==> src/include/slasu_pkg.sv <==
// Purpose: shared constants and types for the shift execution unit
// Assumes: 24-bit instruction words, 16-bit data, 40-bit accumulators
// Notes:   opcodes are matched on the top byte of the instruction word
package slasu_pkg;
  localparam int DW        = 16;
  localparam int AW        = 40;
  localparam int NUM_DEFAULT_WORK_REG  = 16;
  localparam int SH_GUARD  = 16;   // headroom bits above the accumulator while shifting
  localparam int SAT_MSB   = 31;   // saturated values fit a signed 32-bit range
  localparam int FADDR_W   = 13;
  localparam int SAT_FIRST_BIT  = 7;
  localparam int SAT_SECOND_BIT = 6;

  localparam logic [7:0] OPC_ACC_SHIFT = 8'hc8;
  localparam logic [7:0] OPC_SHL_FILE  = 8'hd4;
  localparam logic [7:0] OPC_SHL_REG   = 8'hd0;
  localparam logic [7:0] OPC_SHL_LIT   = 8'hdd;
  localparam logic [2:0] LIT_PATTERN   = 3'h4;
  localparam logic [10:0] ACC_ZERO_FIELD = 11'h000;

  localparam logic signed [5:0] AMT_MAX = 6'sh10;  // +16
  localparam logic signed [5:0] AMT_MIN = 6'sh30;  // -16

  // operand addressing modes of the register form
  localparam logic [2:0] AM_DIRECT  = 3'h0;
  localparam logic [2:0] AM_POSTDEC = 3'h2;
  localparam logic [2:0] AM_POSTINC = 3'h3;
  localparam logic [2:0] AM_PREDEC  = 3'h4;
  localparam logic [2:0] AM_PREINC  = 3'h5;

  localparam logic [15:0] STEP_BYTE = 16'h0001;
  localparam logic [15:0] STEP_WORD = 16'h0002;
  localparam logic [3:0]  DEFAULT_WORK_REG = 4'h0;
  localparam logic [39:0] SAT_POS = 40'h007fffffff;
  localparam logic [39:0] SAT_NEG = 40'hff80000000;
  localparam logic [39:0] ACC_RESET = 40'h0000000000;
  localparam logic [15:0] DEFAULT_WORK_REG_RESET = 16'h0000;

  typedef enum logic [2:0] {
    OP_NONE      = 3'b000,
    OP_ACC_ARITH = 3'b001,
    OP_SHL_F     = 3'b010,
    OP_SHL_W     = 3'b011,
    OP_SHL_K     = 3'b100
  } slasu_op_t;

  typedef struct packed {
    logic        valid;
    logic        byte_op;
    logic [15:0] addr;
    logic [15:0] data;
  } slasu_wr_t;

  typedef struct packed {
    logic negative;
    logic zero;
    logic carry;
    logic overflow_flag_first;
    logic overflow_flag_second;
    logic overflow_flag_either;
    logic clamp_flag_first;
    logic clamp_flag_second;
    logic clamp_flag_either;
  } slasu_stat_t;
endpackage : slasu_pkg

==> src/hdl/slasu_acc_shifter.sv <==
// Purpose: 40-bit arithmetic accumulator shifter with optional clamping
// Assumes: amount is signed, negative shifts left, positive shifts right
// Notes:   purely combinational; the caller registers the result
`timescale 1ns/100ps
`default_nettype none
module slasu_acc_shifter (
  input  wire logic [39:0]       acc_in,
  input  wire logic signed [5:0] amt,
  input  wire logic              sat_en,
  output logic [39:0]            acc_out,
  output logic                   range_err,
  output logic                   ovf,
  output logic                   sat_hit
);
  import slasu_pkg::*;
  localparam int WW = AW + SH_GUARD;

  logic [WW-1:0] ext;
  logic [WW-1:0] wide;
  logic [5:0]    mag;
  logic          lost_top;
  logic          guard_ovf;

  // guard bits keep left-shifted sign information so loss can be detected
  always_comb begin
    range_err = (amt > AMT_MAX) || (amt < AMT_MIN);
    mag       = amt[5] ? 6'(-amt) : 6'(amt);
    ext       = {{SH_GUARD{acc_in[AW-1]}}, acc_in};
    if (amt[5]) begin
      wide = ext << mag;                       // bits off the top are dropped
    end else begin
      wide = WW'($signed(ext) >>> mag);        // sign copied in from the top
    end
    lost_top  = |wide[WW-1:AW-1] && !(&wide[WW-1:AW-1]);
    guard_ovf = |wide[AW-1:SAT_MSB] && !(&wide[AW-1:SAT_MSB]);
    acc_out   = wide[AW-1:0];
    ovf       = guard_ovf;
    sat_hit   = lost_top;
    // clamping trades the guard bits for a result that never wraps
    if (sat_en && (lost_top || guard_ovf)) begin
      acc_out = wide[WW-1] ? SAT_NEG : SAT_POS;
      ovf     = 1'h0;
      sat_hit = 1'h1;
    end
  end
endmodule : slasu_acc_shifter
`default_nettype wire

==> src/hdl/slasu_unit.sv <==
// Purpose: executes the accumulator arithmetic shift and the left shift group
// Assumes: the core presents file or indirect source data on operand_rdata
// Notes:   results, flags and memory writes appear one edge after acceptance
`timescale 1ns/100ps
`default_nettype none
module slasu_unit (
  input  wire logic             ref_clk,
  input  wire logic             rst,
  input  wire logic             instr_valid,
  input  wire logic [23:0]      instr,
  input  wire logic [15:0]      operand_rdata,
  input  wire logic [15:0]      core_control_reg,
  input  wire logic             clamp_flag_clear,
  input  wire logic             ext_wr_en,
  input  wire logic [3:0]       ext_wr_sel,
  input  wire logic [15:0]      ext_wr_data,
  input  wire logic             acc_ld_en,
  input  wire logic             acc_ld_sel,
  input  wire logic [39:0]      acc_ld_data,
  input  wire logic [3:0]       rd_sel,
  output logic [15:0]           rd_data,
  output slasu_pkg::slasu_wr_t   mem_wr,
  output slasu_pkg::slasu_stat_t status,
  output logic                  arith_trap,
  output logic [39:0]           accumulator_first,
  output logic [39:0]           accumulator_second
);
  import slasu_pkg::*;

  slasu_op_t   op;
  logic [15:0] default_work_reg_r [NUM_DEFAULT_WORK_REG];
  logic [15:0] wnx    [NUM_DEFAULT_WORK_REG];
  logic [39:0] acc_r  [2];
  logic [15:0] rd_data_r;
  slasu_wr_t   wr_r;
  slasu_wr_t   wr_nxt;
  slasu_stat_t stat_r;
  slasu_stat_t stat_nxt;
  logic        trap_r;

  logic               acc_sel;
  logic [3:0]         cnt_reg;
  logic               byte_op;
  logic               file_dest;
  logic [FADDR_W-1:0] faddr;
  logic [2:0]         dst_mode;
  logic [3:0]         dst_reg;
  logic [2:0]         src_mode;
  logic [3:0]         src_reg;
  logic [3:0]         lit_base;
  logic [3:0]         lit_cnt;
  logic [15:0]        step;

  logic [15:0] src_val;
  logic [15:0] one_res;
  logic        one_c;
  logic        one_n;
  logic        one_z;
  logic [15:0] lit_res;

  logic signed [5:0] sh_amt;
  logic        sh_sat_en;
  logic [39:0] sh_out;
  logic        sh_err;
  logic        sh_ovf;
  logic        sh_sat;
  logic        acc_ok;

  // effective address: pre-modify modes use the updated pointer
  function automatic logic [15:0] eff_addr(input logic [2:0]  m,
                                           input logic [15:0] w,
                                           input logic [15:0] st);
    case (m)
      AM_PREDEC: eff_addr = w - st;
      AM_PREINC: eff_addr = w + st;
      default:   eff_addr = w;
    endcase
  endfunction : eff_addr

  // pointer write-back for the four modifying modes
  function automatic logic [15:0] ptr_next(input logic [2:0]  m,
                                           input logic [15:0] w,
                                           input logic [15:0] st);
    case (m)
      AM_POSTDEC, AM_PREDEC: ptr_next = w - st;
      AM_POSTINC, AM_PREINC: ptr_next = w + st;
      default:               ptr_next = w;
    endcase
  endfunction : ptr_next

  // instruction fields, shared by the forms that use them
  assign acc_sel   = instr[15];
  assign cnt_reg   = instr[3:0];
  assign byte_op   = instr[14];
  assign file_dest = instr[13];
  assign faddr     = instr[FADDR_W-1:0];
  assign dst_mode  = instr[13:11];
  assign dst_reg   = instr[10:7];
  assign src_mode  = instr[6:4];
  assign src_reg   = instr[3:0];
  assign lit_base  = instr[14:11];
  assign lit_cnt   = instr[3:0];
  assign step      = byte_op ? STEP_BYTE : STEP_WORD;

  // decode; one word per instruction and nothing is stretched here, so a
  // core with slow peripheral reads must hold instr_valid low until the
  // operand is ready
  always_comb begin
    op = OP_NONE;
    if (instr_valid) begin
      case (instr[23:16])
        OPC_ACC_SHIFT: if (instr[14:4] == ACC_ZERO_FIELD) op = OP_ACC_ARITH;
        OPC_SHL_FILE:  if (!instr[15]) op = OP_SHL_F;
        OPC_SHL_REG:   if (!instr[15]) op = OP_SHL_W;
        OPC_SHL_LIT:   if (!instr[15] && src_mode == LIT_PATTERN) op = OP_SHL_K;
        default:       op = OP_NONE;
      endcase
    end
  end

  // source operand: file and indirect data come from the core's fetch
  always_comb begin
    case (op)
      OP_SHL_W: src_val = (src_mode == AM_DIRECT) ? default_work_reg_r[src_reg] : operand_rdata;
      OP_SHL_K: src_val = default_work_reg_r[lit_base];     // direct only
      default:  src_val = operand_rdata;
    endcase
  end

  // one-bit shift: top bit to carry, zero into bit 0
  always_comb begin
    if (byte_op) begin
      one_res = {8'h00, src_val[6:0], 1'h0};
      one_c   = src_val[7];
      one_n   = one_res[7];
      one_z   = one_res[7:0] == 8'h00;
    end else begin
      one_res = {src_val[14:0], 1'h0};
      one_c   = src_val[15];
      one_n   = one_res[15];
      one_z   = one_res == 16'h0000;
    end
  end

  // literal shift is always a word; overflowing bits fall off
  assign lit_res = src_val << lit_cnt;

  // accumulator path
  assign sh_amt    = default_work_reg_r[cnt_reg][5:0];
  assign sh_sat_en = acc_sel ? core_control_reg[SAT_SECOND_BIT]
                             : core_control_reg[SAT_FIRST_BIT];
  assign acc_ok    = (op == OP_ACC_ARITH) && !sh_err;

  slasu_acc_shifter u_shifter (
    .acc_in    (acc_r[acc_sel]),
    .amt       (sh_amt),
    .sat_en    (sh_sat_en),
    .acc_out   (sh_out),
    .range_err (sh_err),
    .ovf       (sh_ovf),
    .sat_hit   (sh_sat)
  );

  // accumulators; an instruction write beats a same-cycle load
  for (genvar j = 0; j < 2; j++) begin : g_acc
    always_ff @(posedge ref_clk or posedge rst) begin
      if (rst) begin
        acc_r[j] <= ACC_RESET;
      end else if (acc_ok && acc_sel == 1'(j)) begin
        acc_r[j] <= sh_out;
      end else if (acc_ld_en && acc_ld_sel == 1'(j)) begin
        acc_r[j] <= acc_ld_data;
      end
    end
  end

  // work registers: load port first, then pointer and result updates
  for (genvar i = 0; i < NUM_DEFAULT_WORK_REG; i++) begin : g_default_work_reg
    always_comb begin
      wnx[i] = default_work_reg_r[i];
      if (ext_wr_en && ext_wr_sel == 4'(i)) begin
        wnx[i] = ext_wr_data;
      end
      case (op)
        OP_SHL_F: if (!file_dest && DEFAULT_WORK_REG == 4'(i)) begin
          wnx[i] = byte_op ? {default_work_reg_r[i][15:8], one_res[7:0]} : one_res;
        end
        OP_SHL_W: begin
          if (src_reg == 4'(i)) begin
            wnx[i] = ptr_next(src_mode, wnx[i], step);
          end
          if (dst_reg == 4'(i)) begin
            if (dst_mode == AM_DIRECT) begin
              wnx[i] = byte_op ? {wnx[i][15:8], one_res[7:0]} : one_res;
            end else begin
              wnx[i] = ptr_next(dst_mode, wnx[i], step);
            end
          end
        end
        OP_SHL_K: if (dst_reg == 4'(i)) wnx[i] = lit_res;
        default: wnx[i] = wnx[i];
      endcase
    end
    always_ff @(posedge ref_clk or posedge rst) begin
      if (rst) begin
        default_work_reg_r[i] <= DEFAULT_WORK_REG_RESET;
      end else begin
        default_work_reg_r[i] <= wnx[i];
      end
    end
  end

  // memory write request for file and indirect destinations
  always_comb begin
    wr_nxt = '0;
    if (op == OP_SHL_F && file_dest) begin
      wr_nxt.valid   = 1'h1;
      wr_nxt.byte_op = byte_op;
      wr_nxt.addr    = {3'h0, faddr};
      wr_nxt.data    = byte_op ? {one_res[7:0], one_res[7:0]} : one_res;
    end else if (op == OP_SHL_W && dst_mode != AM_DIRECT) begin
      wr_nxt.valid   = 1'h1;
      wr_nxt.byte_op = byte_op;
      wr_nxt.addr    = eff_addr(dst_mode, default_work_reg_r[dst_reg], step);
      wr_nxt.data    = byte_op ? {one_res[7:0], one_res[7:0]} : one_res;
    end
  end

  always_ff @(posedge ref_clk or posedge rst) begin
    if (rst) begin
      wr_r <= '0;
    end else begin
      wr_r <= wr_nxt;
    end
  end

  // status: a clamp event in the clearing cycle still sets its flag
  always_comb begin
    stat_nxt = stat_r;
    if (op == OP_SHL_F || op == OP_SHL_W) begin
      stat_nxt.negative = one_n;
      stat_nxt.zero     = one_z;
      stat_nxt.carry    = one_c;
    end
    if (op == OP_SHL_K) begin
      stat_nxt.negative = lit_res[15];
      stat_nxt.zero     = lit_res == 16'h0000;
    end
    if (clamp_flag_clear) begin
      stat_nxt.clamp_flag_first  = 1'h0;
      stat_nxt.clamp_flag_second = 1'h0;
    end
    if (acc_ok) begin
      if (!acc_sel) begin
        stat_nxt.overflow_flag_first = sh_ovf;
        if (sh_sat) stat_nxt.clamp_flag_first = 1'h1;
      end else begin
        stat_nxt.overflow_flag_second = sh_ovf;
        if (sh_sat) stat_nxt.clamp_flag_second = 1'h1;
      end
    end
    stat_nxt.overflow_flag_either = stat_nxt.overflow_flag_first
                                  | stat_nxt.overflow_flag_second;
    stat_nxt.clamp_flag_either    = stat_nxt.clamp_flag_first
                                  | stat_nxt.clamp_flag_second;
  end

  always_ff @(posedge ref_clk or posedge rst) begin
    if (rst) begin
      stat_r <= '0;
    end else begin
      stat_r <= stat_nxt;
    end
  end

  // trap is a one-cycle pulse per out-of-range accumulator shift
  always_ff @(posedge ref_clk or posedge rst) begin
    if (rst) begin
      trap_r <= 1'h0;
    end else begin
      trap_r <= (op == OP_ACC_ARITH) && sh_err;
    end
  end

  // registered read port, one cycle of latency
  always_ff @(posedge ref_clk or posedge rst) begin
    if (rst) begin
      rd_data_r <= DEFAULT_WORK_REG_RESET;
    end else begin
      rd_data_r <= default_work_reg_r[rd_sel];
    end
  end

  assign rd_data            = rd_data_r;
  assign mem_wr             = wr_r;
  assign status             = stat_r;
  assign arith_trap         = trap_r;
  assign accumulator_first  = acc_r[0];
  assign accumulator_second = acc_r[1];
endmodule : slasu_unit
`default_nettype wire

==> config.mk <==
export PLATFORM = sky130hd
export DESIGN_NAME = slasu_unit
export DESIGN_NICKNAME = d
export VERILOG_FILES = /design/src/include/slasu_pkg.sv /design/src/hdl/slasu_acc_shifter.sv /design/src/hdl/slasu_unit.sv
export SDC_FILE = /design/constraint.sdc
export NUM_CORES = 2
export LEC_CHECK = 0
export BUFFER_PORTS_ARGS = -buffer_cell sky130_fd_sc_hd__buf_2
export CAP_MARGIN = 20
export CORE_MARGIN = 4
export CORE_UTILIZATION = 25
export CTS_BUF_LIST = sky130_fd_sc_hd__clkbuf_4
export DETAILED_ROUTE_END_ITERATION = 16
export PLACE_DENSITY = 0.43
export SYNTH_ARGS = -nofsm -noshare
export SYNTH_HDL_FRONTEND = slang
export SYNTH_SLANG_ARGS = --single-unit
==> constraint.sdc <==
create_clock -name ref_clk -period 14.8 [get_ports ref_clk]
set_input_delay 1.48 -clock ref_clk [delete_from_list [all_inputs] [get_ports ref_clk]]
set_output_delay 1.48 -clock ref_clk [all_outputs]
set_load 0.02 [all_outputs]
==> impl_metrics.toml <==
[run_status]
outcome = "finished clean"

[synthesis]
yosysTopAreaCell = "dfrtp_1"
synth-seq-area-share = 0.153
synth_area_um2 = 64800
synth.top_cell.area_share = 0.153
synth_edf_count = 0
ys.flop_type = "dfrtp_1"
yosys_register_bits = 395
yosysMostFrequentCell = "a21oi_1"
mappedNetlistNets = 8793
yosysWarnings = 0
async_flop_share = 1.00
synthDistinctLibCells = 96
synth_area_leaders = "dfrtp_1 (15%), mux4_2 (12%), ha_1 (9.6%)"
avgSynthCellArea_um2 = 7.94
synthCells = 8152
synth_common_cells = "a21oi_1 (932), nor2_1 (708), nand2_1 (663)"

[floorplan]
die_x_um = 517
die-area_um2 = 267000
rows = 186
core_region_area_um2 = 257000
die_h_um = 517
io_pins = 267
start_util = 0.252

[setup_path]
worst_path_max_delay_cell = "o31ai_4"
worstPathCellList = "buf_4, buf_4, mux4_2, mux2i_2, mux2i_4, inv_2, ha_1, nand2_1, a21boi_4, buf_4, buf_4, mux2i_1, o32ai_1, nor3_1, nor3_1, nand4b_1, nor3_1, o31ai_4, buf_4, nand2_1, nor2_1, a211oi_1"
crit_type = "input pin to register"
arrival_ns = 10.39
path_common_cell = "buf_4"
worst_setup_path_start_kind = "input pin"
worst_ep_required_time_ns = 15.91
crit_fanout = 49
path_buf_inv = 6
critical_path.top_delay_family = "buffers and inverters"
endpoint_kind = "register"
cp_slowest_stage_delay_ns = 0.83

[global_route]
grt_max_degree = 116
grt_use_total = 0.273
antenna_found_initial = 45
grt-ovfl-total = 0
grt_pass1_wl_um = 524000
grt_pass1_vias = 66123

[detailed_routing]
initialDrtViolationCount = 9359
wl_um = 381000
routedWlPerCell_um = 32.5
drc_errors = 0
dr.pass1.iters = 9
vias = 71627
postRouteAntennaNets = 0
vias_per_cell = 6.10

[cts]
cts-root-buf = "clkbuf_4"
tritoncts = "built"
cts_buffers = 143
cts-resized-gates = 0
cts_sinks = 395
postCtsSetupRepairBufs = 0
cts_buffer_depth = 3
path_clk_slew_ns = 0.06
insertion_delay_ns = 1.36
ctsHoldBuffers = 0
h-tree-depth = 4

[timing]
setup_violations = 0
period_minus_slack_ns = 9.29
finalCritPeriodShare = 0.628
slew_violations = 0
maxSlewHeadroom = 0.151
fmax_mhz = 108
finalHoldViolations = 0
tightest_slew_ns = 1.27
rsz0062_at_grt = "false"
holdWs_ns = 0.281
finClkSkew_ns = 0.140
tns_ns = 0

[placement]
dpl_cell_area_um2 = 70200
place.port_buffers = 251
hpwl_um = 278000
gp_routability_congestion = 1.03

[flow_run]
cap_violations = 0

[finish]
multi_input_comb_area_um2 = 51600
design_area_um2 = 72200
area_growth_syn_to_layout_pct = 11.5
nets = 8843
fillers = 27923
drive_gt1_frac = 0.152
regArea_um2 = 9880

[power_and_ir_drop]
ir_worst_vdd_mv = 0.0922
p_switching_mw = 5.64
pwr-share-seq = 0.185
clockPowerShare = 0.132
leakagePower_nw = 30.1
p_int_mw = 4.69
power.density_nw_per_um2 = 143
p_sw_frac = 0.546
pwr-share-comb = 0.683

[worst_hold_path]
hold_class = "input pin to asynchronous set/reset pin"
sequential cells by signal (all words and copies together), names as in the netlist:
register / flops
rd_data: 16
accumulator_first: 40
accumulator_second: 40
status: 9
mem_wr: 33
default_work_reg_r: 256
arith_trap: 1
placed cells by master (no fill, tap or decap), types with 19 or more instances in the layout:
| master | instances |
|---|---|
| diode_2 | 52 |
| mux2i_1 | 439 |
| nor2_2 | 29 |
| nor2_1 | 675 |
| a21boi_0 | 33 |
| and3_1 | 76 |
| o221ai_1 | 228 |
| nor2b_1 | 88 |
| a31oi_1 | 66 |
| buf_4 | 236 |
| o31ai_1 | 40 |
| inv_1 | 334 |
| o21bai_1 | 82 |
| nand3_1 | 176 |
| clkinv_1 | 35 |
| a221oi_1 | 27 |
| dfrtp_1 | 395 |
| nor4_1 | 28 |
| a22oi_1 | 69 |
| clkbuf_4 | 188 |
| nand2_1 | 659 |
| a31o_2 | 19 |
| ha_1 | 497 |
| mux2_2 | 80 |
| o22ai_1 | 49 |
| mux4_2 | 352 |
| o21ai_0 | 650 |
| nor3_1 | 157 |
| and2_1 | 34 |
| a211oi_1 | 226 |
| o21a_1 | 93 |
| a21oi_1 | 932 |
| a21o_1 | 88 |
| xnor2_1 | 285 |
| xor2_1 | 116 |
| or3_1 | 50 |
| o211ai_1 | 74 |
| nand2b_1 | 72 |
| buf_2 | 240 |
| nand4_1 | 24 |
cells by family (layout without fill, tap and decap cells):
| logic type | count (synthesis) | count (layout) | share of synthesized area |
|---|---|---|---|
| DFF | 395 | 395 | 0.153 |
| AOI/OAI and AO/OA | 2868 | 2868 | 0.279 |
| xor gates and xnor gates | 405 | 405 | 0.0549 |
| muxes | 876 | 876 | 0.205 |
| adders and majority gates | 516 | 516 | 0.102 |
| other | 1 | 53 | 0.0000579 |
| and+or+nand+nor | 2165 | 2165 | 0.151 |
| buffers and inverters | 926 | 1078 | 0.0561 |
through the flow:
step	setup slack, ns	instances	utilization	total power, mW
floorplan	2.34	8152	-	6.47
global placement	4.24	11430	0.272	8.68
detailed placement	4.36	11436	0.273	8.75
CTS	5.75	11683	0.279	10.2
global route	5.25	11716	0.280	10.9
finish	5.51	11740	0.280	10.3
final cells by class:
cell class                 count  area share
antenna                       52     0.00180
clock buffer                 188      0.0196
clock inverter                59     0.00503
inverter                     342      0.0180
multi-input combinational   6831       0.715
sequential                   395       0.137
tap                         3384      0.0587
timing repair buffer         489      0.0451
metal layers:
metal  GRT usage  vias to the layer above  part of all wire
li1            -                    31087                 -
met1       0.359                    35547              0.41
met2       0.399                     4123              0.42
met3      0.0745                      858              0.11
met4       0.159                       12             0.067
met5           0                        -           0.00025
power by group through the flow:
| stage | Combinational, mW | Sequential, mW | Clock (mW) |
|---|---|---|---|
| 6_report | 7.05 | 1.91 | 1.37 |
| 5_1_grt | 7.60 | 1.89 | 1.45 |
| 4_1_cts | 6.90 | 1.87 | 1.41 |
| 3_5_place_dp | 6.86 | 1.89 | 0 |
| 3_3_place_gp | 6.80 | 1.88 | 0 |
| 2_1_floorplan | 4.95 | 1.52 | 0 |
final timing paths:
check	start	endpoint	slack [ns]	cells past startpoint
setup / recovery	instr[1]	accumulator_second[38]	5.51	22
hold / removal	rst	mem_wr[14]	0.28	2
setup reg to reg	default_work_reg_r[161]	accumulator_second[38]	6.59	20
hold reg to reg	status[4]	status[4]	0.52	2
max in group asynchronous	rst	default_work_reg_r[44]	11.38	5
min in group ref_clk	clamp_flag_clear	status[0]	0.42	2
No activity file was read; power rests on OpenSTA's default activity.
